### src/core/sysref_pkg.sv
// shared types and constants for the sync pulse generator and phase delay block
package sysref_pkg;

    // ==========================================================
    // bus carriers
    typedef struct packed {
        logic psel;
        logic penable;
        logic pwrite;
        logic [11:0] paddr;
        logic [31:0] pwdata;
    } apb_req_t;

    typedef struct packed {
        logic pready;
        logic pslverr;
        logic [31:0] prdata;
    } apb_rsp_t;

    // ==========================================================
    // register offsets
    localparam logic [11:0] CTRL_OFS = 12'h000;
    localparam logic [11:0] COUNT_OFS = 12'h004;
    localparam logic [11:0] RATE_OFS = 12'h008;
    localparam logic [11:0] GDELAY_OFS = 12'h00C;
    localparam logic [11:0] STATUS_OFS = 12'h010;
    localparam logic [11:0] CLK_BASE_OFS = 12'h020;
    localparam logic [11:0] REF_BASE_OFS = 12'h040;
    localparam int MAX_CH = 8;
    localparam int MAX_REF = 8;

    // ==========================================================
    // field positions
    localparam int CTRL_TRIG_BIT = 0;
    localparam int CTRL_REPEAT_BIT = 1;
    localparam int CTRL_IDLE_LEVEL_BIT = 2;
    localparam int CTRL_RELEASE_BIT = 3;
    localparam int CTRL_STOP_BIT = 4;
    localparam int RATE_ALIGN_POS = 8;
    localparam int CLK_DIV_POS = 8;
    localparam int REF_FINE_POS = 4;
    localparam int REF_BIAS_BIT = 8;
    localparam int STATUS_REMAIN_POS = 8;

    // ==========================================================
    // reset values
    localparam logic [7:0] DELAY_RST = 8'h00;
    localparam logic [2:0] COARSE_RST = 3'h0;
    localparam logic [7:0] DIV_RST = 8'h01;
    localparam logic [7:0] COUNT_RST = 8'h01;
    localparam logic [6:0] ALIGN_RST = 7'h01;
    localparam logic [3:0] RATE_RST = 4'h0;
    localparam int SHIFT_LEN = 4;

    // pulse period in timebase cycles for each rate code
    function automatic logic [12:0] rate_len(input logic [3:0] idx);
        case (idx)
            4'h0: rate_len = 13'h0040;
            4'h1: rate_len = 13'h0060;
            4'h2: rate_len = 13'h0080;
            4'h3: rate_len = 13'h00C0;
            4'h4: rate_len = 13'h0100;
            4'h5: rate_len = 13'h0180;
            4'h6: rate_len = 13'h0200;
            4'h7: rate_len = 13'h0300;
            4'h8: rate_len = 13'h0400;
            4'h9: rate_len = 13'h0800;
            4'hA: rate_len = 13'h1000;
            4'hB: rate_len = 13'h1400;
            default: rate_len = 13'h0040;
        endcase
    endfunction

endpackage

### src/core/sysref_pulse_gen_phase_delay.sv
// sync pulse generator with clock and sync phase delay, apb register slave
//
// Contract
// - clock channel delay 256 steps of one period
// - sync coarse delay, 8 half-period steps
// - global sync delay 256 whole-period steps
// - clock inversion via half-period delay setting
// - all delay settings reset to zero
// - align divider gates pulse release; software sets lcm
// - event starts by command or external edge
// - counted mode emits 1..255 then powers down
// - repeat bit selects counted or continuous
// - pulse rate is timebase over rate divider
// - internal release enables, loads count, starts aligned
// - after event output goes low or bias
// - bias bit with level select holds crosspoint
// - continuous mode ignores pulse count
// - external source arms first, rising edge releases
// - repeat and count are global settings
// - pulses start on coincident clock edges
// - delays identical for internal and external trigger
// - idle low, toggle in event, low after
//
// Design decisions made here: the register addresses and register access over APB.
`timescale 1ns/1ps

module sysref_pulse_gen_phase_delay #(
    parameter int NUM_CH = 5,
    parameter int NUM_REF = 4
) (
    input wire logic CORE_CLK,
    input wire logic RESET_N,
    input wire logic CLK_EN,
    input wire sysref_pkg::apb_req_t APB_REQ,
    output sysref_pkg::apb_rsp_t APB_RSP,
    input wire logic EXT_TRIG,
    output logic [NUM_CH-1:0] CLOCK_OUT,
    output logic [NUM_REF-1:0] SYNC_OUT,
    output logic [NUM_REF-1:0] SYNC_PWR,
    output logic [NUM_REF-1:0] SYNC_BIAS,
    output logic [NUM_REF-1:0] SYNC_HALF_STEP,
    output logic [NUM_REF*3-1:0] SYNC_FINE_CODE
);
    import sysref_pkg::*;

    // ==========================================================
    // parameter check
    if (NUM_CH < 1 || NUM_CH > MAX_CH || NUM_REF < 1 || NUM_REF > MAX_REF)
    begin : g_bad_param
        $error("channel or output count out of range");
    end

    // ==========================================================
    // state
    typedef enum logic [3:0] {
        ST_IDLE = 4'b0001,
        ST_ARMED = 4'b0010,
        ST_DELAY = 4'b0100,
        ST_RUN = 4'b1000
    } fsm_t;

    typedef struct packed {
        logic trig_src;
        logic repeat_sel;
        logic idle_level;
        logic [7:0] count_val;
        logic [7:0] gdelay;
        logic [3:0] rate_idx;
        logic [6:0] align_div;
        logic [NUM_CH-1:0][7:0] ch_delay;
        logic [NUM_CH-1:0][7:0] ch_div;
        logic [NUM_CH-1:0][7:0] ch_wait;
        logic [NUM_CH-1:0][7:0] ch_cnt;
        logic [NUM_CH-1:0] ch_run;
        logic [NUM_CH-1:0] clk_out;
        logic [NUM_REF-1:0][2:0] coarse;
        logic [NUM_REF-1:0][2:0] fine;
        logic [NUM_REF-1:0] idle_bias;
        logic [SHIFT_LEN-1:0] pulse_sh;
        logic [SHIFT_LEN-1:0] act_sh;
        logic [NUM_REF-1:0] sync_out;
        logic [NUM_REF-1:0] sync_pwr;
        logic [NUM_REF-1:0] sync_bias;
        fsm_t state;
        logic [12:0] rate_cnt;
        logic [7:0] remain;
        logic [7:0] gwait;
        logic [6:0] align_cnt;
        logic ext_prev;
        logic [31:0] prdata;
        logic pslverr;
    } regs_t;

    regs_t s_reg;
    regs_t s_next;

    // clock channel high phase: first half of the divided period
    function automatic logic clk_high(input logic [7:0] cnt, input logic [7:0] dv);
        logic [8:0] half;
        half = ({1'b0, dv} + 9'h001) >> 1;
        clk_high = {1'b0, cnt} < half;
    endfunction

    // register index decode: returns 1 when addr hits base + 4*i for i < n
    function automatic logic hit(input logic [11:0] addr, input logic [11:0] base,
                                 input int n, output int idx);
        logic [11:0] d;
        d = addr - base;
        idx = int'(d[11:2]);
        hit = (addr >= base) && (d[1:0] == 2'b00) && (idx < n);
    endfunction

    // ==========================================================
    // bus decode
    logic setup_ph;
    logic wr_acc;
    logic [11:0] addr;
    logic [31:0] wd;
    assign setup_ph = APB_REQ.psel && !APB_REQ.penable;
    assign wr_acc = APB_REQ.psel && APB_REQ.penable && APB_REQ.pwrite;
    assign addr = APB_REQ.paddr;
    assign wd = APB_REQ.pwdata;

    // ==========================================================
    // next state
    always_comb
    begin
        int ci;
        int ri;
        logic ch_hit;
        logic ref_hit;
        logic clk_sync;
        logic release_cmd;
        logic stop_cmd;
        logic ext_rise;
        logic [12:0] len;
        logic [6:0] adiv;
        logic [31:0] rd;
        logic mapped;
        logic pulse_raw;
        logic [1:0] tap;
        ci = 0;
        ri = 0;
        tap = 2'b00;
        pulse_raw = 1'b0;
        mapped = 1'b0;
        s_next = s_reg;
        ch_hit = hit(addr, CLK_BASE_OFS, NUM_CH, ci);
        ref_hit = hit(addr, REF_BASE_OFS, NUM_REF, ri);
        clk_sync = 1'b0;
        release_cmd = 1'b0;
        stop_cmd = 1'b0;
        len = rate_len(s_reg.rate_idx);
        adiv = (s_reg.align_div == 7'h00) ? 7'h01 : s_reg.align_div;
        ext_rise = EXT_TRIG && !s_reg.ext_prev;
        s_next.ext_prev = EXT_TRIG;

        // register writes take effect in the access phase
        if (wr_acc)
        begin
            if (addr == CTRL_OFS)
            begin
                s_next.trig_src = wd[CTRL_TRIG_BIT];
                s_next.repeat_sel = wd[CTRL_REPEAT_BIT];
                s_next.idle_level = wd[CTRL_IDLE_LEVEL_BIT];
                release_cmd = wd[CTRL_RELEASE_BIT];
                stop_cmd = wd[CTRL_STOP_BIT];
            end
            else if (addr == COUNT_OFS)
                s_next.count_val = wd[7:0];
            else if (addr == RATE_OFS)
            begin
                s_next.rate_idx = wd[3:0];
                s_next.align_div = wd[RATE_ALIGN_POS +: 7];
            end
            else if (addr == GDELAY_OFS)
                s_next.gdelay = wd[7:0];
            else if (ch_hit)
            begin
                s_next.ch_delay[ci] = wd[7:0];
                s_next.ch_div[ci] = wd[CLK_DIV_POS +: 8];
                clk_sync = 1'b1;
            end
            else if (ref_hit)
            begin
                s_next.coarse[ri] = wd[2:0];
                s_next.fine[ri] = wd[REF_FINE_POS +: 3];
                s_next.idle_bias[ri] = wd[REF_BIAS_BIT];
            end
        end

        // clock channels restart together so incident edges line up
        for (int c = 0; c < NUM_CH; c++)
        begin
            if (clk_sync)
            begin
                s_next.ch_wait[c] = s_next.ch_delay[c];
                s_next.ch_run[c] = 1'b0;
                s_next.ch_cnt[c] = 8'h00;
            end
            else if (!s_reg.ch_run[c])
            begin
                if (s_reg.ch_wait[c] == 8'h00)
                    s_next.ch_run[c] = 1'b1;
                else
                    s_next.ch_wait[c] = s_reg.ch_wait[c] - 8'h01;
            end
            else if ({1'b0, s_reg.ch_cnt[c]} + 9'h001 >= {1'b0, s_reg.ch_div[c]})
                s_next.ch_cnt[c] = 8'h00;
            else
                s_next.ch_cnt[c] = s_reg.ch_cnt[c] + 8'h01;
            s_next.clk_out[c] = s_next.ch_run[c] && clk_high(s_next.ch_cnt[c], s_reg.ch_div[c]);
        end

        // release-alignment counter, restarted with the channels
        if (clk_sync || s_reg.align_cnt + 7'h01 >= adiv)
            s_next.align_cnt = 7'h00;
        else
            s_next.align_cnt = s_reg.align_cnt + 7'h01;

        // event sequencer; one path for both trigger sources
        unique case (s_reg.state)
            ST_IDLE:
            begin
                if (release_cmd && !stop_cmd)
                begin
                    s_next.gwait = s_reg.gdelay;
                    if (s_next.trig_src)
                        s_next.state = ST_ARMED;
                    else
                        s_next.state = ST_DELAY;
                end
            end
            ST_ARMED:
            begin
                if (ext_rise)
                    s_next.state = ST_DELAY;
            end
            ST_DELAY:
            begin
                if (s_reg.gwait != 8'h00)
                    s_next.gwait = s_reg.gwait - 8'h01;
                else if (s_reg.align_cnt == 7'h00)
                begin
                    s_next.state = ST_RUN;
                    s_next.rate_cnt = 13'h0000;
                    s_next.remain = (s_reg.count_val == 8'h00) ? 8'h01 : s_reg.count_val;
                end
            end
            ST_RUN:
            begin
                if (s_reg.rate_cnt + 13'h0001 >= len)
                begin
                    s_next.rate_cnt = 13'h0000;
                    if (!s_reg.repeat_sel)
                    begin
                        if (s_reg.remain <= 8'h01)
                            s_next.state = ST_IDLE;
                        else
                            s_next.remain = s_reg.remain - 8'h01;
                    end
                end
                else
                    s_next.rate_cnt = s_reg.rate_cnt + 13'h0001;
            end
        endcase
        if (stop_cmd)
            s_next.state = ST_IDLE;

        // pulse shape and per-output coarse delay taps
        pulse_raw = (s_reg.state == ST_RUN) && (s_reg.rate_cnt < (len >> 1));
        s_next.pulse_sh = {s_reg.pulse_sh[SHIFT_LEN-2:0], pulse_raw};
        s_next.act_sh = {s_reg.act_sh[SHIFT_LEN-2:0], s_reg.state == ST_RUN};
        for (int r = 0; r < NUM_REF; r++)
        begin
            tap = s_reg.coarse[r][2:1];
            s_next.sync_out[r] = s_reg.pulse_sh[tap];
            s_next.sync_pwr[r] = s_reg.act_sh[tap];
            s_next.sync_bias[r] = !s_reg.act_sh[tap] && s_reg.idle_bias[r]
                && s_reg.idle_level;
        end

        // read data captured in the setup phase
        mapped = 1'b1;
        rd = 32'h0000_0000;
        if (addr == CTRL_OFS)
            rd = {27'h000_0000, 1'b0, s_reg.state != ST_IDLE, s_reg.idle_level,
                  s_reg.repeat_sel, s_reg.trig_src};
        else if (addr == COUNT_OFS)
            rd = {24'h00_0000, s_reg.count_val};
        else if (addr == RATE_OFS)
            rd = {17'h0_0000, s_reg.align_div, 4'h0, s_reg.rate_idx};
        else if (addr == GDELAY_OFS)
            rd = {24'h00_0000, s_reg.gdelay};
        else if (addr == STATUS_OFS)
            rd = {16'h0000, s_reg.remain, 4'h0, s_reg.state};
        else if (ch_hit)
            rd = {16'h0000, s_reg.ch_div[ci], s_reg.ch_delay[ci]};
        else if (ref_hit)
            rd = {23'h00_0000, s_reg.idle_bias[ri], 1'b0, s_reg.fine[ri], 1'b0,
                  s_reg.coarse[ri]};
        else
            mapped = 1'b0;
        if (setup_ph)
        begin
            s_next.prdata = rd;
            s_next.pslverr = !mapped;
        end

        // clock enable low freezes everything
        if (!CLK_EN)
            s_next = s_reg;
    end

    // ==========================================================
    // state register
    always_ff @(posedge CORE_CLK or negedge RESET_N)
    begin
        if (!RESET_N)
        begin
            s_reg <= '0;
            s_reg.ch_div <= {NUM_CH{DIV_RST}};
            s_reg.count_val <= COUNT_RST;
            s_reg.align_div <= ALIGN_RST;
            s_reg.rate_idx <= RATE_RST;
            s_reg.gdelay <= DELAY_RST;
            s_reg.state <= ST_IDLE;
        end
        else
            s_reg <= s_next;
    end

    // ==========================================================
    // outputs
    assign APB_RSP.pready = 1'b1;
    assign APB_RSP.pslverr = s_reg.pslverr && APB_REQ.psel && APB_REQ.penable;
    assign APB_RSP.prdata = s_reg.prdata;
    assign CLOCK_OUT = s_reg.clk_out;
    assign SYNC_OUT = s_reg.sync_out;
    assign SYNC_PWR = s_reg.sync_pwr;
    assign SYNC_BIAS = s_reg.sync_bias;

    // half-step and fine codes steer the analog delay cells
    always_comb
    begin
        for (int r = 0; r < NUM_REF; r++)
        begin
            SYNC_HALF_STEP[r] = s_reg.coarse[r][0];
            SYNC_FINE_CODE[r*3 +: 3] = s_reg.fine[r];
        end
    end

endmodule // sysref_pulse_gen_phase_delay

### config.mk
export PLATFORM = sky130hd
export DESIGN_NAME = sysref_pulse_gen_phase_delay
export DESIGN_NICKNAME = d
export VERILOG_FILES = /design/src/core/sysref_pkg.sv /design/src/core/sysref_pulse_gen_phase_delay.sv
export SDC_FILE = /design/constraint.sdc
export NUM_CORES = 1
export LEC_CHECK = 0
export ABC_AREA = 1
export BUFFER_PORTS_ARGS = -buffer_cell sky130_fd_sc_hd__buf_4
export CORE_ASPECT_RATIO = 1.5
export CORE_UTILIZATION = 40
export CTS_BUF_LIST = sky130_fd_sc_hd__clkbuf_2
export DETAILED_ROUTE_END_ITERATION = 8
export MAX_ROUTING_LAYER = met4
export PLACE_DENSITY = 0.57
export REMOVE_ABC_BUFFERS = 1
export SETUP_SLACK_MARGIN = 0.05
export SYNTH_ARGS = -nofsm -noshare
export SYNTH_HDL_FRONTEND = slang
export SYNTH_SLANG_ARGS = --single-unit
### constraint.sdc
create_clock -name CORE_CLK -period 3.69 [get_ports CORE_CLK]
set_input_delay 0 -clock CORE_CLK [delete_from_list [all_inputs] [get_ports CORE_CLK]]
set_output_delay 0 -clock CORE_CLK [all_outputs]
set_load 0.02 [all_outputs]
==> results of run 1 <==
==> synth_stat cells (4+ instances only) <==
cell | number | area (µm²)
mux2i_1 | 11 | 110
a22oi_1 | 15 | 113
or2_2 | 4 | 25.0
o21ai_0 | 321 | 1610
ha_1 | 128 | 1600
nor2_2 | 8 | 50.1
xnor2_1 | 11 | 96.3
buf_2 | 22 | 110
o221ai_1 | 13 | 114
nand3_1 | 127 | 636
a221oi_1 | 8 | 70.1
xor2_1 | 90 | 788
nor2_8 | 4 | 80.1
nor3_1 | 36 | 180
nand2_2 | 8 | 50.1
o211ai_1 | 24 | 180
nor2_1 | 185 | 694
a31oi_1 | 15 | 93.8
o21a_1 | 4 | 30.0
buf_1 | 4 | 15.0
buf_4 | 75 | 563
dfstp_2 | 8 | 210
o21ai_1 | 21 | 105
clkinv_1 | 9 | 33.8
a21o_1 | 10 | 75.1
inv_2 | 14 | 52.6
nand2_4 | 6 | 67.6
a22o_1 | 8 | 70.1
buf_6 | 5 | 56.3
a21oi_1 | 133 | 666
nor4_1 | 9 | 56.3
o22ai_1 | 31 | 194
clkbuf_1 | 52 | 195
nand4_1 | 45 | 282
o31ai_1 | 6 | 45.0
dfrtp_1 | 298 | 7460
nand2_1 | 612 | 2300
a211oi_1 | 6 | 45.0
nand3b_1 | 5 | 37.5
inv_1 | 305 | 1140
==> metal layers <==
| metal | up-vias | share of wire |
|---|---|---|
| met4 | 0 | 0.057 |
| met2 | 609 | 0.52 |
| met3 | 203 | 0.043 |
| met1 | 9278 | 0.38 |
| li1 | 9409 | - |
| met5 | - | 0 |
==> cell families after synthesis <==
logic type | Yosys count
xor gates and xnor gates | 102
adders and majority gates | 128
buffers and inverters | 489
DFF | 306
muxes | 12
other | 2
and+or+nand+nor | 1064
AOI/OAI and AO/OA | 640
==> what timing repair did <==
item,in CTS,in global routing
buffers inserted,0,8
endpoints found under the setup margin,1,18
resized for setup,1,32
hold buffers,71,0
hold endpoints to repair,575,0
pin swaps,0,5
==> worst paths after layout <==
check | startpoint | endpoint | slack (ps) | depth (start not counted)
max in group asynchronous | RESET_N | s_reg[191]$_DFFE_PN0P_ | 2950 | 4
max | s_reg[164]$_DFFE_PN0P_ | CLOCK_OUT[4]$_DFFE_PN0P_ | 230 | 15
min | APB_REQ[34] | APB_RSP[8]$_DFFE_PN0P_ | 100 | 7
min reg2reg | CLOCK_OUT[2]$_DFFE_PN0P_ | CLOCK_OUT[2]$_DFFE_PN0P_ | 490 | 2
min in group asynchronous | RESET_N | s_reg[244]$_DFFE_PN1P_ | 140 | 3
max reg2reg | s_reg[164]$_DFFE_PN0P_ | CLOCK_OUT[4]$_DFFE_PN0P_ | 230 | 15
==> per-stage QoR <==
step                setup TNS (ps)  cells  hold slack (ps)  instance area, µm²  utilization
floorplan                        0   2599             -296               19900            -
global placement                 0   3385              135               21600        0.425
detailed placement               0   3385              139               21600        0.425
CTS                              0   3607            0.898               23100        0.454
global route                 -8.63   3617             54.2               23300        0.457
finish                           0   3618             95.6               23300        0.457
==> where the power goes <==
group	internal (W)	switching [W]	total [W]	leakage [nW]
registers	0.00372	0.000360	0.00408	4.02
clock network	0.000860	0.00160	0.00246	0.552
logic	0.00106	0.00182	0.00288	6.78
total	0.00564	0.00378	0.00942	11.4
==> worst max-delay path, stage by stage, from the launching register on <==
cell      delay, ps
dfrtp_1         460
ha_1            220
nand2_1          80
nor2_1          190
xor2_1          250
ha_1            310
or2_2           290
a31o_2          260
a21oi_4         210
nand4_1         110
a21oi_1         250
ha_1            300
a21oi_1         180
o2111a_1        200
nand2_1          60
nand2_1          50
==> area by class of cell <==
class	instances	area [µm²]	area share
diodes	3	7.51	0.000322
clock buffers	111	556	0.0239
clock inverters	40	193	0.00827
inverters	330	1250	0.0536
multi-input cells	1963	11100	0.475
flip-flops and latches	306	7670	0.329
well taps	669	837	0.0359
repair buffers	196	1700	0.0731
==> impl_metrics.csv, run 1 <==
group,metric,value,unit
global_route,grt_use_total,0.262,
global_route,met3_usage,0.0333,
timing,slew_violations,0,
timing,period_needed,3460,ps
cts,cts_root_buf,"clkbuf_2",
detailed_routing,dr.pass1.iters,5,
logic_synthesis,synth_seq_cells,306,
logic_synthesis,synthArstFlopShare,1.00,
power_and_ir_drop,peakVddDrop,0.246,mV
timing,hold_viol_final,0,
timing,clock_skew,84.6,ps
logic_synthesis,synth_edf_count,0,
logic_synthesis,yosys_warnings,0,
detailed_routing,vias,19499,
outcome,outcome,"complete, no violations",
logic_synthesis,yosys.area_share.simple,0.224,
detailed_routing,wl_per_cell,18.6,µm
logic_synthesis,synth-compound-area-share,0.175,
cts,clk_latency,1020,ps
power_and_ir_drop,p_leak,11.4,nW
cts,cts_tree,"yes",
global_route,antenna_found_initial,3,
power_and_ir_drop,power,0.00942,W
worst_setup_path,start_kind,"flip-flop",
die,ioPinCount,118,
logic_synthesis,synth_ff_type,"dfrtp_1",
placed_design,post-place-ws,87.3,ps
global_route,grt-busiest-layer,"met2",
die,fp.coreArea,50900,µm²
final_layout,fillers,5225,
global_route,overflow,0,
logic_synthesis,synthCells,2743,
min_path,hold_class,"in -> reg",
global_route,grt_pass1_wl,105000,µm
worst_setup_path,arrival,4410,ps
worst_setup_path,crit_path_end_kind,"flip-flop",
timing,maxSlewHeadroom,0.220,
detailed_routing,route.antenna.remaining_nets,0,
global_route,grt_pass1_vias,19408,
run,maxCapViolCount,0,
timing,fin_crit_sh,0.938,
placed_design,port_buffers,84,
cts,clockBufferDepth,3,
timing,setup_viol,0,
placed_design,place_hpwl,49000,µm
global_route,grt_use_met2,0.473,
timing,tightest_slew,1170,ps
logic_synthesis,synth_fa_ha_area_frac,0.0771,
die,die_h,281,µm
die,initial_utilization,0.408,
detailed_routing,route.detailed.drc,0,
cts,cts_sinks,306,
logic_synthesis,yosysSeqAreaShare,0.369,
final_layout,final_cell_mix,"611 x nand2_1, 321 x o21ai_0, 301 x inv_1, 294 x dfrtp_1, 178 x nor2_1",
final_layout,drive_gt1_frac,0.119,
timing,clock.fmax,0.289,GHz
worst_setup_path,crit_fanout,7,
final_layout,final_common_cell,"nand2_1",
die,die_w,188,µm
logic_synthesis,synth_mux_area_frac,0.00584,
placed_design,routabilityCongestion,0.947,
final_layout,area_growth,12.1,%
final_layout,fin_nets,3058,
logic_synthesis,synth_top_family_by_area,"simple AND/OR/NAND/NOR gates",
worst_setup_path,worst-setup-path-type,"reg -> reg",
worst_setup_path,cp.required,4630,ps
cts,clkTransAtPathRegs,100,ps
detailed_routing,routed_wl,67400,µm
global_route,grt_max_degree,98,
power_and_ir_drop,power.density,404,nW/µm²
timing,final.setup.worst_slack,227,ps
die,row_count,101,
logic_synthesis,synth_area,20800,µm²
detailed_routing,drt_iter0_drc,1217,
logic_synthesis,synthDistinctLibCells,70,
cts,htree_levels,3,
final_layout,largest_reg_flops,257,
logic_synthesis,synth_area_per_cell,7.57,µm²
global_route,gr-usage-met1,0.272,
die,die-area,52900,µm²
detailed_routing,routed_via_density,5.39,
logic_synthesis,synth-xor-area-share,0.0434,
cts,numCtsBuffers,82,
(Power assumes the default switching activity.)
==> run 2, diff against run 1 <==
CTS_BUF_LIST = sky130_fd_sc_hd__clkbuf_8 sky130_fd_sc_hd__clkbuf_16   (was sky130_fd_sc_hd__clkbuf_2)
==> run 2 against run 1 <==
Against the previous run: routed wire length decreased by 2.8%; largest cell class unchanged; combinational power decreased by 1%; register-to-register slack lost 50 ps; design area is 0.34% lower; count of clock-buffer cells in the layout fell by 70; sequential cell count unchanged; die area stayed put; final cell count decreased by 4.0%; hold slack lost 44 ps.
==> impl_metrics.csv, run 2 (synthesis gave the netlist of run 1 again) <==
group,metric,value,unit
final_layout,multi_input_area,11100,µm²
timing,slew_violations,0,
outcome,outcome,"complete, no violations",
global_route,overflow,0,
timing,maxSlewHeadroom,0.407,
cts,clockBufferDepth,3,
power_and_ir_drop,power.density,457,nW/µm²
detailed_routing,route.antenna.remaining_nets,0,
worst_setup_path,r2r_cells,22,
placed_design,routabilityCongestion,0.947,
final_layout,area_growth,11.8,%
final_layout,final_cell_mix,"611 x nand2_1, 320 x o21ai_0, 308 x inv_1, 294 x dfrtp_1, 176 x nor2_1",
cts,cts_tree,"yes",
cts,clkTransAtPathRegs,60,ps
worst_setup_path,crit_path_end_kind,"flip-flop",
timing,hold_viol_final,0,
detailed_routing,routed_wl,65500,µm
placed_design,dpl_cell_area,21600,µm²
die,initial_utilization,0.408,
die,die_h,281,µm
run,maxCapViolCount,0,
detailed_routing,drt_iter0_drc,1168,
die,fp.coreArea,50900,µm²
min_path,hold_start,"APB_REQ[34]",
worst_setup_path,critical_path.slowest_cell,"dfrtp_1",
worst_setup_path,setup.reg_to_reg.worst_slack,180,ps
worst_setup_path,crit_path_frequent_cell,"nand2_1",
final_layout,drive_gt1_frac,0.102,
die,ioPinCount,118,
min_path,hold_end,"APB_RSP[8]$_DFFE_PN0P_",
worst_setup_path,worst-setup-path-type,"reg -> reg",
final_layout,final_common_cell,"nand2_1",
worst_setup_path,r2r_start,"s_reg[57]$_DFFE_PN0P_",
timing,clock_skew,22.8,ps
worst_setup_path,critical-path-max-stage-delay,410,ps
final_layout,fin_nets,2960,
detailed_routing,route.detailed.drc,0,
timing,rsz0062_at_grt,"no",
global_route,antenna_found_initial,1,
final_layout,largest_reg_flops,257,
timing,tightest_slew,890,ps
worst_setup_path,cp.required,4110,ps
worst_setup_path,cp_cell_sequence,"ha_2 > nand2_1 > nor2_2 > nand3_2 > nor2_4 > nand3_2 > nor2_1 > nand2_1 > xor2_2 > inv_1 > ha_1 > a21oi_1 > o21ai_0 > a21oi_1 > o31ai_1 > nor2_1 > inv_1 > nand2_2 > clkinvlp_4 > buf_4 > nand2_1 > o21ai_0",
timing,setup_viol,0,
detailed_routing,dr.pass1.iters,5,
die,row_count,101,
final_layout,layout.cells.non_filler,3475,
detailed_routing,vias,18862,
worst_setup_path,crit_fanout,8,
global_route,grt_pass1_wl,102000,µm
power_and_ir_drop,peakVddDrop,0.308,mV
global_route,grt_use_total,0.255,
global_route,grt_max_degree,103,
worst_setup_path,start_kind,"flip-flop",
placed_design,place_hpwl,49000,µm
worst_setup_path,r2r-end,"s_reg[51]$_DFFE_PN0P_",
cts,numCtsBuffers,35,
timing,period_needed,3510,ps
cts,htree_levels,2,
timing,fin_crit_sh,0.951,
final_layout,final_util,0.456,
worst_setup_path,arrival,3930,ps
final_layout,fillers,5148,
placed_design,port_buffers,84,
timing,timing.setup.tns,0,ps
cts,cts_root_buf,"clkbuf_16",
placed_design,dp_cells,3385,
final_layout,final_area,23200,µm²
timing,clock.fmax,0.285,GHz
min_path,hold_class,"in -> reg",
die,die-area,52900,µm²
die,die_w,188,µm
detailed_routing,routed_via_density,5.43,
final_layout,regArea,7670,µm²
power_and_ir_drop,p_leak,11.2,nW
final_layout,insertedDiodeCount,0,
cts,cts_sinks,306,
cts,clk_latency,550,ps
global_route,grt_pass1_vias,18608,
min_path,hold_path_depth,6,
detailed_routing,wl_per_cell,18.8,µm
run 2: layout make-up:
cell class,count,area share
inverter,330,0.0537
tap,669,0.0361
clock inverter,21,0.0103
clock buffer,41,0.0413
sequential,306,0.331
timing repair buffer,145,0.0506
multi-input combinational,1963,0.477
run 2: metrics by stage:
stage / worst slack, ps / power (W) / hold slack (ps)
floorplan: 362 / 0.00598 / -296
global placement: 180 / 0.00681 / 135
detailed placement: 87.3 / 0.00689 / 139
CTS: 60.3 / 0.0106 / 26.6
global route: 3.60 / 0.0112 / 67.6
finish: 180 / 0.0106 / 51.5
run 2: worst max path at each step:
| stage | end | startpoint | slack [ps] | depth (start not counted) |
|---|---|---|---|---|
| after floorplan | CLOCK_OUT[0]$_DFFE_PN0P_ | s_reg[132]$_DFFE_PN0P_ | 360 | 16 |
| after global placement | CLOCK_OUT[4]$_DFFE_PN0P_ | s_reg[164]$_DFFE_PN0P_ | 180 | 15 |
| after detailed placement | CLOCK_OUT[4]$_DFFE_PN0P_ | s_reg[164]$_DFFE_PN0P_ | 90 | 15 |
| after CTS | CLOCK_OUT[4]$_DFFE_PN0P_ | s_reg[164]$_DFFE_PN0P_ | 60 | 15 |
| after global routing | s_reg[54]$_DFFE_PN0P_ | s_reg[57]$_DFFE_PN0P_ | 4 | 22 |
| final | s_reg[51]$_DFFE_PN0P_ | s_reg[57]$_DFFE_PN0P_ | 180 | 22 |
run 2: timing repair:
item,4_1_cts,5_1_grt
gates resized for setup,0,36
hold buffers,20,0
endpoints found under the hold margin,196,0
setup endpoints to repair,0,22
buffers inserted,0,8
run 2: where the power goes:
part	total [W]	switching [W]	internal (W)
Clock	0.00367	0.00152	0.00215
Combinational	0.00284	0.00180	0.00103
Sequential	0.00409	0.000363	0.00373
Total	0.0106	0.00369	0.00691
run 2: layer usage:
layer  part of all wire  global-route usage
met1               0.39               0.274
met2               0.52               0.463
met3              0.031              0.0202
met4              0.055               0.135
met5                  0                   -
run 2: worst max-delay path: cells and delay by family, from the launching register on:
kind,cells,cell delay (ps)
flops,1,410
buf+inv,4,520
xor+xnor,1,170
fa+ha+maj,2,530
compound gates,5,600
simple gates,10,1130
==> run 3, diff against run 2 <==
CORE_UTILIZATION = 50   (was 40)
PLACE_DENSITY = 0.68   (was 0.57)
==> run 3 against run 2 <==
Against the previous run: via count up 1.1%; sequential cell count unchanged; die area down 20%; clock power down 9.0%; register-to-register slack better by 130 ps; clock skew up 2.4 ps; setup slack better by 130 ps; non-clock buffer count up 2; critical path type unchanged; critical endpoint is now s_reg[53]$_DFFE_PN0P_.
==> impl_metrics.csv, run 3 (synthesis gave the netlist of run 1 again) <==
group,metric,value,unit
detailed_routing,route.detailed.drc,0,
power_and_ir_drop,pwr-share-seq,0.399,
power_and_ir_drop,power.density,448,nW/µm²
worst_setup_path,cp.required,4110,ps
final_layout,largest_reg_flops,257,
timing,setup_viol,0,
timing,slew_violations,0,
final_layout,final_util,0.558,
detailed_routing,routed_via_density,5.75,
worst_setup_path,r2r_cells,22,
power_and_ir_drop,p_leak,11.1,nW
die,fp.coreArea,41000,µm²
global_route,grt_use_total,0.307,
worst_setup_path,r2r_start,"s_reg[57]$_DFFE_PN0P_",
worst_setup_path,r2r-end,"s_reg[53]$_DFFE_PN0P_",
power_and_ir_drop,peakVddDrop,0.380,mV
worst_setup_path,setup.reg_to_reg.worst_slack,310,ps
timing,clock.fmax,0.296,GHz
timing,maxSlewHeadroom,0.407,
timing,final.setup.worst_slack,314,ps
placed_design,dpl_cell_area,21400,µm²
timing,period_needed,3380,ps
detailed_routing,vias,19069,
global_route,grt-busiest-layer,"met2",
worst_setup_path,crit_path_end_kind,"flip-flop",
timing,hold_slack,64.6,ps
global_route,overflow,0,
placed_design,routabilityCongestion,0.973,
cts,htree_levels,2,
global_route,gr-usage-met1,0.335,
final_layout,area_growth,10.1,%
worst_setup_path,crit_fanout,7,
timing,clock_skew,25.2,ps
cts,clockBufferDepth,3,
global_route,grt_pass1_wl,99100,µm
cts,clkTransAtPathRegs,60,ps
die,row_count,91,
die,die_h,252,µm
placed_design,post-place-ws,198,ps
global_route,grt_max_degree,104,
global_route,antenna_found_initial,1,
cts,numCtsBuffers,35,
detailed_routing,dr.pass1.iters,7,
run,maxCapViolCount,0,
placed_design,place_hpwl,46900,µm
cts,clk_latency,540,ps
final_layout,final_cell_mix,"611 x nand2_1, 319 x o21ai_0, 307 x inv_1, 294 x dfrtp_1, 176 x nor2_1",
power_and_ir_drop,p_comb_frac,0.275,
timing,hold_viol_final,0,
min_path,hold_class,"in -> async",
outcome,outcome,"complete, no violations",
die,ioPinCount,118,
worst_setup_path,worst-setup-path-type,"reg -> reg",
global_route,grt_pass1_vias,18722,
power_and_ir_drop,power.internal,0.00665,W
die,initial_utilization,0.507,
die,die-area,42400,µm²
timing,timing.setup.tns,0,ps
die,die_w,168,µm
power_and_ir_drop,p_sw,0.00361,W
final_layout,drive_gt1_frac,0.0991,
global_route,met3_usage,0.0322,
cts,cts_root_buf,"clkbuf_16",
timing,tightest_slew,889,ps
global_route,grt_use_met2,0.539,
final_layout,final_area,22900,µm²
worst_setup_path,arrival,3790,ps
final_layout,final_common_cell,"nand2_1",
power_and_ir_drop,clkPwrFrac,0.326,
placed_design,port_buffers,84,
timing,fin_crit_sh,0.915,
detailed_routing,drt_iter0_drc,1329,
detailed_routing,wl_per_cell,19.1,µm
timing,rsz0062_at_grt,"yes",
detailed_routing,route.antenna.remaining_nets,0,
power_and_ir_drop,p_sw_frac,0.352,
final_layout,fin_nets,2963,
cts,cts_tree,"yes",
cts,cts_sinks,306,
worst_setup_path,start_kind,"flip-flop",
detailed_routing,routed_wl,63200,µm
-- run 3: cell types whose count changed in the layout (fill, tap and decap cells not counted), moves of 2 or more --
| cell | delta |
|---|---|
| clkinvlp_4 | +4 |
| bufinv_16 | -3 |
| clkbuf_8 | -2 |
| dlygate4sd3_1 | +3 |
| xor2_2 | -2 |
| nand3_2 | -3 |
| nand3_1 | +3 |
| xor2_1 | +2 |
-- run 3: final cells by class --
class / count / area [µm²]
antenna: 1 / 2.50
timing repair inverter: 1 / 7.51
clock inverter: 20 / 144
inverter: 330 / 1250
tap: 511 / 639
fill: 3810 / 18100
clock buffer: 39 / 931
sequential: 306 / 7670
multi-input combinational: 1963 / 11000
timing repair buffer: 147 / 1180
-- run 3: routing by layer --
metal | wire length, µm | part of all wire | up-vias
met2 | 32100 | 0.51 | 620
met5 | 0 | 0 | -
met1 | 24100 | 0.38 | 9088
met4 | 3980 | 0.063 | 0
met3 | 2980 | 0.047 | 196
li1 | - | - | 9165
-- run 3: metrics by stage --
| stage | power, W | cells |
|---|---|---|
| after floorplan | 0.00598 | 2599 |
| after global placement | 0.00674 | 3224 |
| after detailed placement | 0.00683 | 3224 |
| after CTS | 0.0102 | 3306 |
| after global routing | 0.0109 | 3318 |
| final | 0.0103 | 3318 |
-- run 3: how the worst max path moves through the flow --
stage | to | cells past startpoint | from | slack (ps)
final | s_reg[53]$_DFFE_PN0P_ | 22 | s_reg[57]$_DFFE_PN0P_ | 310
after global routing | CLOCK_OUT[1]$_DFFE_PN0P_ | 20 | s_reg[140]$_DFFE_PN0P_ | 9
after floorplan | CLOCK_OUT[0]$_DFFE_PN0P_ | 16 | s_reg[132]$_DFFE_PN0P_ | 360
after CTS | CLOCK_OUT[1]$_DFFE_PN0P_ | 20 | s_reg[140]$_DFFE_PN0P_ | 160
after detailed placement | CLOCK_OUT[1]$_DFFE_PN0P_ | 20 | s_reg[140]$_DFFE_PN0P_ | 200
after global placement | CLOCK_OUT[0]$_DFFE_PN0P_ | 16 | s_reg[132]$_DFFE_PN0P_ | 250
-- run 3: power by group through the flow --
stage	Clock, W	Sequential [W]	Combinational (W)
floorplan	0	0.00407	0.00191
CTS	0.00340	0.00407	0.00274
global placement	0	0.00412	0.00262
finish	0.00334	0.00409	0.00282
global route	0.00352	0.00413	0.00320
detailed placement	0	0.00413	0.00270
-- run 3: what timing repair did --
| item | CTS | global route |
|---|---|---|
| buffers inserted | 0 | 10 |
| setup endpoints to repair | 0 | 17 |
| hold buffers | 23 | 0 |
| gates resized for setup | 0 | 30 |
| endpoints found under the hold margin | 188 | 0 |
-- run 3: critical path, stage by stage, from the launching register on --
cell and delay, ps:
dfrtp_1 410, ha_2 210, nand2_1 80, nor2_2 120
nand3_1 120, nor2_2 150, nand3_1 110, nor2_1 100
nand2_1 60, xor2_1 180, inv_1 70, ha_1 320
a21oi_1 170, o21ai_1 110, a21oi_1 130, o31ai_1 80
nor2_1 170, inv_2 90, nand2_2 140, clkinvlp_4 160
buf_4 170, nand2_1 40, o21ai_0 70
